`src/hw/ocpc_pkg.sv`:
```
// constants shared by the output compare channel block
package ocpc_pkg;

  // ------------------------------------------------------------
  // geometry
  // ------------------------------------------------------------
  localparam int CH_COUNT = 5;
  localparam int DATA_W = 16;
  localparam int ADDR_W = 5;
  localparam int FAULT_B_CHANNEL = 4;

  // ------------------------------------------------------------
  // register map: address = channel * 4 + register
  // ------------------------------------------------------------
  localparam logic [1:0] REG_CTRL = 2'h0;
  localparam logic [1:0] REG_PRIMARY = 2'h1;
  localparam logic [1:0] REG_SECONDARY = 2'h2;

  // ------------------------------------------------------------
  // control register fields
  // ------------------------------------------------------------
  localparam int BIT_IDLE_STOP = 13;
  localparam int BIT_FAULT = 4;
  localparam int BIT_TSEL = 3;
  localparam int MODE_LSB = 0;
  localparam int MODE_W = 3;

  // ------------------------------------------------------------
  // compare modes
  // ------------------------------------------------------------
  localparam logic [2:0] MODE_OFF = 3'h0;
  localparam logic [2:0] MODE_LOW_FIRST = 3'h1;
  localparam logic [2:0] MODE_HIGH_FIRST = 3'h2;
  localparam logic [2:0] MODE_TOGGLE = 3'h3;
  localparam logic [2:0] MODE_SINGLE = 3'h4;
  localparam logic [2:0] MODE_CONT = 3'h5;
  localparam logic [2:0] MODE_PWM_FREE = 3'h6;
  localparam logic [2:0] MODE_PWM_FAULT = 3'h7;

  // ------------------------------------------------------------
  // reset values
  // ------------------------------------------------------------
  localparam logic [15:0] CTRL_RESET = 16'h0000;
  localparam logic [15:0] CMP_RESET = 16'h0000;
  localparam logic FAULT_LEVEL = 1'b0;

endpackage : ocpc_pkg

```
`src/hw/ocpc_sync.sv`:
```
// two-flop synchroniser for asynchronous pin levels
`timescale 1ns/1ps
`default_nettype none

module ocpc_sync #(
  parameter int W = 2
) (
  input wire logic sys_clk,
  input wire logic srst,
  input wire logic [W-1:0] async_in,
  output logic [W-1:0] sync_out
);

  typedef struct packed {
    logic [W-1:0] stage1;
    logic [W-1:0] stage2;
  } ocpc_sync_state_t;

  ocpc_sync_state_t st;
  ocpc_sync_state_t next_st;

  // ------------------------------------------------------------
  // stage1 is read only by stage2
  // ------------------------------------------------------------
  always_comb begin
    next_st.stage1 = async_in;
    next_st.stage2 = st.stage1;
  end

  always_ff @(posedge sys_clk) begin
    if (srst) begin
      // start at the idle level so no fault shows right after reset
      st.stage1 <= {W{!ocpc_pkg::FAULT_LEVEL}};
      st.stage2 <= {W{!ocpc_pkg::FAULT_LEVEL}};
    end else begin
      st <= next_st;
    end
  end

  assign sync_out = st.stage2;

endmodule : ocpc_sync

`default_nettype wire

```
`src/hw/ocpc_top.sv`:
```
// five output compare / pwm channels with their register port
//
// Behaviour
// - mode 000 disables the channel; pin stays low, no compare activity.
// - mode 001 drives low, then high on primary match.
// - mode 010 drives high, then low on compare match.
// - mode 011 toggles the pin on every compare match.
// - mode 100 starts low, makes exactly one pulse, then stays low.
// - mode 101 starts low, makes one pulse every timer period, forever.
// - mode 110 is pwm with the fault pin ignored.
// - mode 111 is pwm with the fault pin monitored.
// - fault status bit 4 set by pwm fault in 111; software cannot write it.
// - time-base bit 3 selects second timer when 1, first timer when 0.
// - idle-stop bit 13 set halts the channel while the cpu idles.
// - first fault pin serves channels one to four, second serves channel five.
// - five independent channels, each with control, primary and secondary registers.
// - control bits 15..14 and 12..5 read zero and ignore writes.
// - pwm copies secondary into read-only duty only at timer period match.
// - pulse modes rise at primary match and fall at secondary match.
// - pulse modes set the channel interrupt flag on each pulse-ending match.
// - pwm duty zero holds low; duty above period holds high.
//
// The register addresses and the plain strobed port were decided locally.
`timescale 1ns/1ps
`default_nettype none

module ocpc_top #(
  parameter int CH = ocpc_pkg::CH_COUNT
) (
  input wire logic sys_clk,
  input wire logic srst,
  input wire logic [ocpc_pkg::ADDR_W-1:0] reg_addr,
  input wire logic [15:0] reg_wdata,
  input wire logic reg_wr,
  input wire logic reg_rd,
  output logic [15:0] reg_rdata,
  input wire logic [15:0] timer_count_reg_a,
  input wire logic [15:0] timer_period_reg_a,
  input wire logic timer_tick_a,
  input wire logic [15:0] timer_count_reg_b,
  input wire logic [15:0] timer_period_reg_b,
  input wire logic timer_tick_b,
  input wire logic cpu_idle,
  input wire logic fault_input_a,
  input wire logic fault_input_b,
  output logic [CH-1:0] compare_output_pin,
  output logic [CH-1:0] channel_irq_flag
);

  // ------------------------------------------------------------
  // state
  // ------------------------------------------------------------
  typedef struct packed {
    logic [CH-1:0][2:0] mode;
    logic [CH-1:0] tsel;
    logic [CH-1:0] idle_stop;
    logic [CH-1:0] fault;
    logic [CH-1:0][15:0] primary;
    logic [CH-1:0][15:0] secondary;
    logic [CH-1:0] out;
    logic [CH-1:0] done;
    logic [CH-1:0] irq;
    logic [15:0] rdata;
  } ocpc_state_t;

  ocpc_state_t st;
  ocpc_state_t next_st;

  function automatic logic is_pwm(input logic [2:0] m);
    is_pwm = (m == ocpc_pkg::MODE_PWM_FREE) || (m == ocpc_pkg::MODE_PWM_FAULT);
  endfunction : is_pwm

  function automatic logic sel_reg(input logic [ocpc_pkg::ADDR_W-1:0] a, input int ch,
                                   input logic [1:0] r);
    sel_reg = (a[ocpc_pkg::ADDR_W-1:2] == 3'(ch)) && (a[1:0] == r);
  endfunction : sel_reg

  // ------------------------------------------------------------
  // fault pins come from outside: synchronise first
  // ------------------------------------------------------------
  logic [1:0] fault_sync;

  ocpc_sync #(
    .W(2)
  ) u_fault_sync (
    .sys_clk(sys_clk),
    .srst(srst),
    .async_in({fault_input_b, fault_input_a}),
    .sync_out(fault_sync)
  );

  // ------------------------------------------------------------
  // per-channel compare events
  // ------------------------------------------------------------
  logic [CH-1:0][15:0] cnt;
  logic [CH-1:0] tick;
  logic [CH-1:0] hit_pri;
  logic [CH-1:0] hit_sec;
  logic [CH-1:0] hit_per;
  logic [CH-1:0] hit_zero;
  logic [CH-1:0] run;
  logic [CH-1:0] ctrl_wr;
  logic [CH-1:0] fault_act;

  always_comb begin
    for (int i = 0; i < CH; i++) begin
      cnt[i] = st.tsel[i] ? timer_count_reg_b : timer_count_reg_a;
      tick[i] = st.tsel[i] ? timer_tick_b : timer_tick_a;
      hit_per[i] = tick[i] &&
        (cnt[i] == (st.tsel[i] ? timer_period_reg_b : timer_period_reg_a));
      hit_pri[i] = tick[i] && (cnt[i] == st.primary[i]);
      hit_sec[i] = tick[i] && (cnt[i] == st.secondary[i]);
      hit_zero[i] = tick[i] && (cnt[i] == 16'h0000);
      run[i] = !(st.idle_stop[i] && cpu_idle);
      ctrl_wr[i] = reg_wr && sel_reg(reg_addr, i, ocpc_pkg::REG_CTRL);
      fault_act[i] = ((i == ocpc_pkg::FAULT_B_CHANNEL) ? fault_sync[1] : fault_sync[0])
                     == ocpc_pkg::FAULT_LEVEL;
    end
  end

  // ------------------------------------------------------------
  // next state
  // ------------------------------------------------------------
  always_comb begin
    logic [2:0] wmode;
    wmode = reg_wdata[ocpc_pkg::MODE_LSB +: ocpc_pkg::MODE_W];
    next_st = st;
    next_st.irq = '0;
    next_st.rdata = 16'h0000;
    for (int i = 0; i < CH; i++) begin
      // register reads; unmapped addresses read zero
      if (reg_rd && sel_reg(reg_addr, i, ocpc_pkg::REG_CTRL)) begin
        next_st.rdata[ocpc_pkg::BIT_IDLE_STOP] = st.idle_stop[i];
        next_st.rdata[ocpc_pkg::BIT_FAULT] = st.fault[i];
        next_st.rdata[ocpc_pkg::BIT_TSEL] = st.tsel[i];
        next_st.rdata[ocpc_pkg::MODE_LSB +: ocpc_pkg::MODE_W] = st.mode[i];
      end
      if (reg_rd && sel_reg(reg_addr, i, ocpc_pkg::REG_PRIMARY)) begin
        next_st.rdata = st.primary[i];
      end
      if (reg_rd && sel_reg(reg_addr, i, ocpc_pkg::REG_SECONDARY)) begin
        next_st.rdata = st.secondary[i];
      end
      // compare registers; primary is read-only duty in pwm
      if (reg_wr && sel_reg(reg_addr, i, ocpc_pkg::REG_PRIMARY) && !is_pwm(st.mode[i])) begin
        next_st.primary[i] = reg_wdata;
      end
      if (reg_wr && sel_reg(reg_addr, i, ocpc_pkg::REG_SECONDARY)) begin
        next_st.secondary[i] = reg_wdata;
      end
      if (ctrl_wr[i]) begin
        // a mode write re-arms the channel and sets the initial pin level; toggle mode keeps the current level
        next_st.mode[i] = wmode;
        next_st.tsel[i] = reg_wdata[ocpc_pkg::BIT_TSEL];
        next_st.idle_stop[i] = reg_wdata[ocpc_pkg::BIT_IDLE_STOP];
        next_st.done[i] = 1'b0;
        // fault bit ignores the written value; a fault in this cycle still wins
        next_st.fault[i] = (wmode == ocpc_pkg::MODE_PWM_FAULT) && fault_act[i];
        case (wmode)
          ocpc_pkg::MODE_HIGH_FIRST: next_st.out[i] = 1'b1;
          ocpc_pkg::MODE_TOGGLE: next_st.out[i] = st.out[i];
          default: next_st.out[i] = 1'b0;
        endcase
      end else if (run[i]) begin
        case (st.mode[i])
          ocpc_pkg::MODE_OFF: begin
            next_st.out[i] = 1'b0;
          end
          ocpc_pkg::MODE_LOW_FIRST: begin
            if (hit_pri[i]) begin
              next_st.out[i] = 1'b1;
              next_st.irq[i] = 1'b1;
            end
          end
          ocpc_pkg::MODE_HIGH_FIRST: begin
            if (hit_pri[i]) begin
              next_st.out[i] = 1'b0;
              next_st.irq[i] = 1'b1;
            end
          end
          ocpc_pkg::MODE_TOGGLE: begin
            if (hit_pri[i]) begin
              next_st.out[i] = !st.out[i];
              next_st.irq[i] = 1'b1;
            end
          end
          ocpc_pkg::MODE_SINGLE, ocpc_pkg::MODE_CONT: begin
            // equal primary and secondary: the fall wins, pin stays low
            // a secondary match with the pin still low ends no pulse, so
            // arming inside the window cannot swallow the single pulse
            if (!st.done[i]) begin
              if (hit_sec[i]) begin
                if (st.out[i]) begin
                  next_st.out[i] = 1'b0;
                  next_st.irq[i] = 1'b1;
                  next_st.done[i] = (st.mode[i] == ocpc_pkg::MODE_SINGLE);
                end
              end else if (hit_pri[i]) begin
                next_st.out[i] = 1'b1;
              end
            end
          end
          default: begin
            if ((st.mode[i] == ocpc_pkg::MODE_PWM_FAULT) &&
                (fault_act[i] || st.fault[i])) begin
              // latched until the mode field is rewritten
              next_st.fault[i] = 1'b1;
              next_st.irq[i] = !st.fault[i];
              next_st.out[i] = 1'b0;
            end else begin
              if (hit_per[i]) begin
                next_st.primary[i] = st.secondary[i];
              end
              if (hit_zero[i]) begin
                next_st.out[i] = (st.primary[i] != 16'h0000);
              end else if (hit_pri[i]) begin
                next_st.out[i] = 1'b0;
              end
            end
          end
        endcase
      end
    end
  end

  always_ff @(posedge sys_clk) begin
    if (srst) begin
      st <= '0;
      for (int i = 0; i < CH; i++) begin
        st.mode[i] <= ocpc_pkg::CTRL_RESET[2:0];
        st.primary[i] <= ocpc_pkg::CMP_RESET;
        st.secondary[i] <= ocpc_pkg::CMP_RESET;
      end
    end else begin
      st <= next_st;
    end
  end

  assign compare_output_pin = st.out;
  assign channel_irq_flag = st.irq;
  assign reg_rdata = st.rdata;

  for (genvar g = 0; g < CH; g++) begin : g_chk
    logic quiet;
    logic pwm_ok;
    assign quiet = run[g] && !ctrl_wr[g];
    // a fault in this cycle takes the pwm branch away
    assign pwm_ok = is_pwm(st.mode[g]) && quiet && !st.fault[g] &&
      !((st.mode[g] == ocpc_pkg::MODE_PWM_FAULT) && fault_act[g]);

  end
endmodule : ocpc_top

`default_nettype wire

```
`config.mk`:
```
export PLATFORM = sky130hd
export DESIGN_NAME = ocpc_top
export DESIGN_NICKNAME = d
export VERILOG_FILES = /design/src/hw/ocpc_pkg.sv /design/src/hw/ocpc_sync.sv /design/src/hw/ocpc_top.sv
export SDC_FILE = /design/constraint.sdc
export NUM_CORES = 1
export LEC_CHECK = 0
export BUFFER_PORTS_ARGS = -buffer_cell sky130_fd_sc_hd__buf_4
export CORE_MARGIN = 5
export CORE_UTILIZATION = 55
export DETAILED_ROUTE_END_ITERATION = 16
export MAX_ROUTING_LAYER = met4
export PLACE_DENSITY = 0.81
export SYNTH_ARGS = -nofsm -noshare
export SYNTH_HDL_FRONTEND = slang
export SYNTH_HIERARCHICAL = 1
export SYNTH_SLANG_ARGS = --single-unit
```
`constraint.sdc`:
```
create_clock -name sys_clk -period 3.7 [get_ports sys_clk]
set_input_delay 0.185 -clock sys_clk [delete_from_list [all_inputs] [get_ports sys_clk]]
set_output_delay 0.185 -clock sys_clk [all_outputs]
set_load 0.01 [all_outputs]
```
; ---- Word level (Yosys, flattened, before mapping)
; Cells that the tools add are included.
[word_totals]
reg_bits = 225
input_bits = 94
output_inout_bits = 26
wordCells = 489
[classes]
eq_ne = 84
n_mux = 181
n_bitwise = 7
reduce_logical = 169
[ops]
columns = cell, count
row1 = 16-bit two-way mux, 50
row2 = 16-bit == test, 15
row3 = 1-bit two-way mux, 115
row4 = 1-bit logical AND, 82
row5 = 16-bit logical NOT, 5
row6 = 16-bit nonzero test, 5
row7 = "3-bit == test, second input constant", 22
row8 = "3-bit by 2-bit == test with 1-bit output, second input constant", 14
row9 = "3-bit != test, second input constant", 10
row10 = 3-bit OR reduction, 10
row11 = 6-bit OR reduction, 5
row12 = 5-bit two-way mux, 5
row13 = 1-bit one-hot mux with 5 select lines, 5
row14 = "2-bit != test, second input constant", 10
row15 = 4-bit AND reduction, 5
row16 = 2-bit OR reduction, 10
row17 = "3-bit by 1-bit == test with 1-bit output, second input constant", 6
row18 = 3-bit logical NOT, 6
row19 = 1-bit logical NOT, 15
row20 = 1-bit one-hot mux with 3 select lines, 5
row21 = 3-bit AND reduction, 5
row22 = 1-bit logical OR, 10
row23 = "2-bit by 1-bit != test with 1-bit output, second input constant", 5
row24 = 2-bit AND reduction, 5
row25 = other kinds (6), 16

; ---- Logic depth before layout (Yosys ltp)
[logic_depth]
ltp_word = 18
ltp_mapped = 12
depth_no_buf = 8

; ---- Hierarchy
; Netlist, hierarchy kept.
[by_module_without_submodules]
columns = module, instances, cells_each, area_per_inst_um2, seq_area_each_um2
row1 = ocpc_top, 1, 2031, 15846.4, 4424.2
row2 = ocpc_sync, 1, 8, 105.1, 80.1

; ---- Worst setup path before layout
; Ideal clock, no wire load.
[synth_timing]
path_kind = register to register
startpoint = reg st[202] (netlist name)
endpoint = reg st[132] (netlist name)
setup_time_ns = 0.128
arrival_time_ns = 2.377
t_required_ns = 3.572
path_slack_ns = 1.196
stages_incl_launch_ff = 10
path_buffers = 3
synth_period_minus_slack_ns = 2.504
cell_sequence = dfxtp_1 > clkbuf_1 > buf_2 > mux2i_1 > xnor2_1 > nand4_1 > nor4_4 > buf_6 > mux2i_1 > nor2_1
[synth_via]
elab_chain_len = 8
word_cells_on_any_way = 10
cone_classes = 1 x eq/ne / 8 x mux / 1 x reduce/logical
[synth_rtl]
columns = element, line
row1 = "start, declared", ocpc_top.sv:66  ; ocpc_state_t st;
row2 = "start signal, assigned", ocpc_top.sv:235  ; st <= next_st;
row3 = 16-bit two-way mux (on tied branches), "ocpc_top.sv:107, ocpc_top.sv:110"
row4 = 16-bit == test, ocpc_top.sv:110  ; (cnt[i] == (st.tsel[i] ? timer_period_reg_b : timer_period_reg_a));
row5 = 1-bit logical AND (*), ocpc_top.sv:109  ; hit_per[i] = tick[i] &&
row6 = 16-bit two-way mux (*), ocpc_top.sv:211  ; if (hit_per[i]) begin
row7 = 16-bit two-way mux (*), ocpc_top.sv:204  ; if ((st.mode[i] == ocpc_pkg::MODE_PWM_FAULT) &&
row8 = 16-bit two-way mux (*), ocpc_top.sv:165  ; case (st.mode[i])
row9 = 16-bit two-way mux (*), ocpc_top.sv:164  ; end else if (run[i]) begin
row10 = 16-bit two-way mux (*), ocpc_top.sv:151  ; if (ctrl_wr[i]) begin
; Mark *: on every way between the ends. The rest lies on a longest branch, timed or not.
; A chain may end at the register's enable or synchronous reset.

; ---- Worst setup path after layout
[layout_timing]
startpoint = reg st[203] (netlist name)
endpoint = reg st (netlist bit compare_output_pin[2])
[layout_via]
elab_chain_len = 9
word_cells_on_any_way = 19
cone_classes = 3 x eq/ne / 11 x mux / 5 x reduce/logical
[layout_rtl]
columns = element, line
row1 = 16-bit two-way mux, ocpc_top.sv:107  ; cnt[i] = st.tsel[i] ? timer_count_reg_b : timer_count_reg_a;
row2 = 16-bit == test, ocpc_top.sv:111  ; hit_pri[i] = tick[i] && (cnt[i] == st.primary[i]);
row3 = 1-bit logical AND, ocpc_top.sv:111
row4 = 1-bit two-way mux, -
row5 = 1-bit two-way mux (on tied branches), "ocpc_top.sv:214, ocpc_top.sv:192"
row6 = 1-bit two-way mux (on tied branches), "ocpc_top.sv:204, ocpc_top.sv:191"
row7 = 1-bit one-hot mux with 5 select lines, ocpc_top.sv:165
row8 = 1-bit two-way mux, ocpc_top.sv:164
row9 = 1-bit two-way mux, ocpc_top.sv:151
; Parallel ways exist; a longest one is shown, timed or not. The select of a mux whose other input is x is not followed.

==> flow_summary.yaml <==
cts:
  cts_tree: "yes"
  cts_root_buffer: "clkbuf_16"
  h-tree-depth: 1
  clk_pin_slew_worst_paths_ns: 0.06
  ctsLongestPathBuffers: 3
  clock-sinks: 225
  cts_made_buffers: 25
  post_cts_resized: 0
  clock_latency_ns: 0.57
routing:
  via_per_inst: 7.09
  via_count: 17300
  drcViolationCount: 0
  wl_per_cell_um: 30.1
  wl_um: 73500
  ant_nets: 0
  drt_first_pass_iters: 6
  dr.first_iter.drc_count: 2784
yosys:
  ys_warn_count: 6
  synth.avg_cell_area_um2: 7.82
  synth-main-ff-cell: "dfxtp_1"
  synth.net_count: 2133
  synth_cell_types: 83
  ys_seq_area_frac: 0.282
  synthCells: 2039
  synth_edf_count: 0
  syn-cell-area_um2: 16000
  ys_seq_elements: 225
  postSynth.asyncResetShare: 0
global_route:
  antenna_found_initial: 1
  grt_pass1_wl_um: 106000
  overflow: 0
  grt_usage: 0.437
  grt_start_max_net_pins: 146
  grt_pass1_vias: 15800
placed_design:
  place_inst: 2385
  hpwl_um: 53200
  portBuffers: 119
  gp_congestion: 1.09
worst_setup_path:
  worstPathArrival_ns: 4.01
  worstPathRequired_ns: 4.20
  rr_startpoint: "st[203]$_SDFFE_PP0P_"
  crit_path_end_kind: "flip-flop"
  critPathKind: "reg -> reg"
  ff2ff_setup_slack_ns: 0.19
  crit_fanout: 20
  startpoint_type: "flip-flop"
  r2r_end: "compare_output_pin[2]$_SDFFE_PP0P_"
  r2r_cells: 9
power_and_ir_drop:
  ir_worst_vdd_v: 0.000549
  powerDensity_nw_per_um2: 348
  total_power_mw: 6.20
  power_leakage_nw: 6.48
timing:
  setup_tns_ns: 0
  max_slew_margin: 0.387
  finalCritPeriodShare: 0.949
  clock-skew-final_ns: 0.0149
  setup_violations: 0
  fmax_mhz: 285
  min_period_ns: 3.51
  hold_viol: 0
  final_max_slew_viol_count: 0
  hold-worst-slack_ns: 0.0451
  tightest_slew_ns: 0.893
  rsz0062_at_grt: "false"
final_layout:
  layout_common_cells: "nand2_1, dfxtp_1, mux2i_1"
  syn_to_final_growth_pct: 11.7
  final.fill_count: 2594
  instances_no_fill: 2444
  layout_commonest_cell: "nand2_1"
  drive_gt1_frac: 0.130
  final_nets: 2135
hold_path:
  whs_path_depth: 3
  hold_path_class: "in -> reg"
  min_from: "reg_wdata[3]"
  hold_end: "st[98]$_SDFFE_PP0P_"
die:
  pin_count: 120
  die_h_um: 180
  rows: 62
  dieArea_um2: 32500
  die_x_um: 180
  core_region_area_um2: 28700
  start_util: 0.556
run_status:
  outcome: "finished, final reports clean"
job:
  maxCapViolCount: 0
-- how the worst max path moves through the flow --
stage	to	cells past startpoint	slack (ns)	from
2_1_floorplan	st[132]$_SDFF_PP0_	9	1.20	st[202]$_SDFFE_PP0P_
3_3_place_gp	compare_output_pin[2]$_SDFFE_PP0P_	9	0.45	st[203]$_SDFFE_PP0P_
3_5_place_dp	compare_output_pin[2]$_SDFFE_PP0P_	9	0.47	st[203]$_SDFFE_PP0P_
4_1_cts	compare_output_pin[2]$_SDFFE_PP0P_	9	0.45	st[203]$_SDFFE_PP0P_
5_1_grt	compare_output_pin[2]$_SDFFE_PP0P_	9	0.20	st[203]$_SDFFE_PP0P_
6_report	compare_output_pin[2]$_SDFFE_PP0P_	9	0.19	st[203]$_SDFFE_PP0P_
-- power breakdown --
part	internal (mW)	total [mW]	switching (mW)
clock	1.72	2.82	1.11
sequential	2.44	2.48	0.0383
combinational	0.291	0.898	0.607
total	4.45	6.20	1.75
-- routing by layer --
metal | part of all wire | up-vias | global-route usage
met3 | 0.15 | 325 | 0.123
met4 | 0.064 | 0 | 0.217
met1 | 0.39 | 8128 | 0.586
met5 | 0 | - | -
li1 | - | 7322 | -
met2 | 0.40 | 1543 | 0.602
-- registers in the layout, indices dropped and copies added (netlist names) --
signal,count
reg_rdata,16
u_fault_sync/next_st,2
compare_output_pin,5
st,195
u_fault_sync/sync_out,2
channel_irq_flag,5
-- stage by stage --
stage | util | cell area (µm²) | worst slack, ns
finish | 0.621 | 17800 | 0.188
global route | 0.621 | 17800 | 0.201
CTS | 0.621 | 17800 | 0.446
detailed placement | 0.584 | 16800 | 0.469
global placement | 0.584 | 16800 | 0.455
floorplan | - | 16000 | 1.20
-- Yosys cell counts, types with 18 or more instances --
master	n	area, µm²
xor2_1	90	788
nand2_1	236	886
nor4_1	64	400
o22ai_1	18	113
a21oi_1	162	811
nand3_1	83	415
a221oi_1	24	210
a211oi_1	57	428
mux2_2	38	428
nand4_1	33	206
o21ai_0	53	265
xnor2_1	119	1040
clkbuf_1	144	541
mux2i_1	179	1790
and3_1	21	131
nor2_1	159	597
nor3_1	41	205
buf_4	29	218
inv_1	28	105
a31oi_1	20	125
dfxtp_1	225	4500
-- critical path, cell delays in order, from the launching register on --
cell	delay, ns
dfxtp_2	0.68
buf_4	0.39
mux2i_1	0.66
o22ai_1	0.18
nor4_1	0.36
nand3_1	0.35
nor2_1	0.27
o211ai_1	0.11
a311oi_1	0.31
a31o_1	0.13
-- what timing repair did --
item,4_1_cts,5_1_grt
setup buffers,0,0
hold buffers,13,0
hold endpoints to repair,56,0
-- cells by family (layout without fill, tap and decap cells) --
kind of cell	Yosys count	count (layout)	share of synthesized area
DFF	225	225	0.282
AOI/OAI and AO/OA	428	428	0.172
and+or+nand+nor	724	724	0.221
xor gates and xnor gates	209	209	0.115
muxes	221	221	0.143
other	0	1	0
buffers and inverters	232	252	0.0660
-- final cells by class --
class	instances	area (µm²)	area share
inverters	29	109	0.00611
well taps	384	480	0.0270
clock buffers	34	719	0.0404
clock inverters	11	201	0.0113
flip-flops and latches	225	4510	0.253
multi-input cells	1582	10400	0.584
diodes	1	2.50	0.000140
repair buffers	178	1390	0.0777
(Power assumes the default switching activity.)
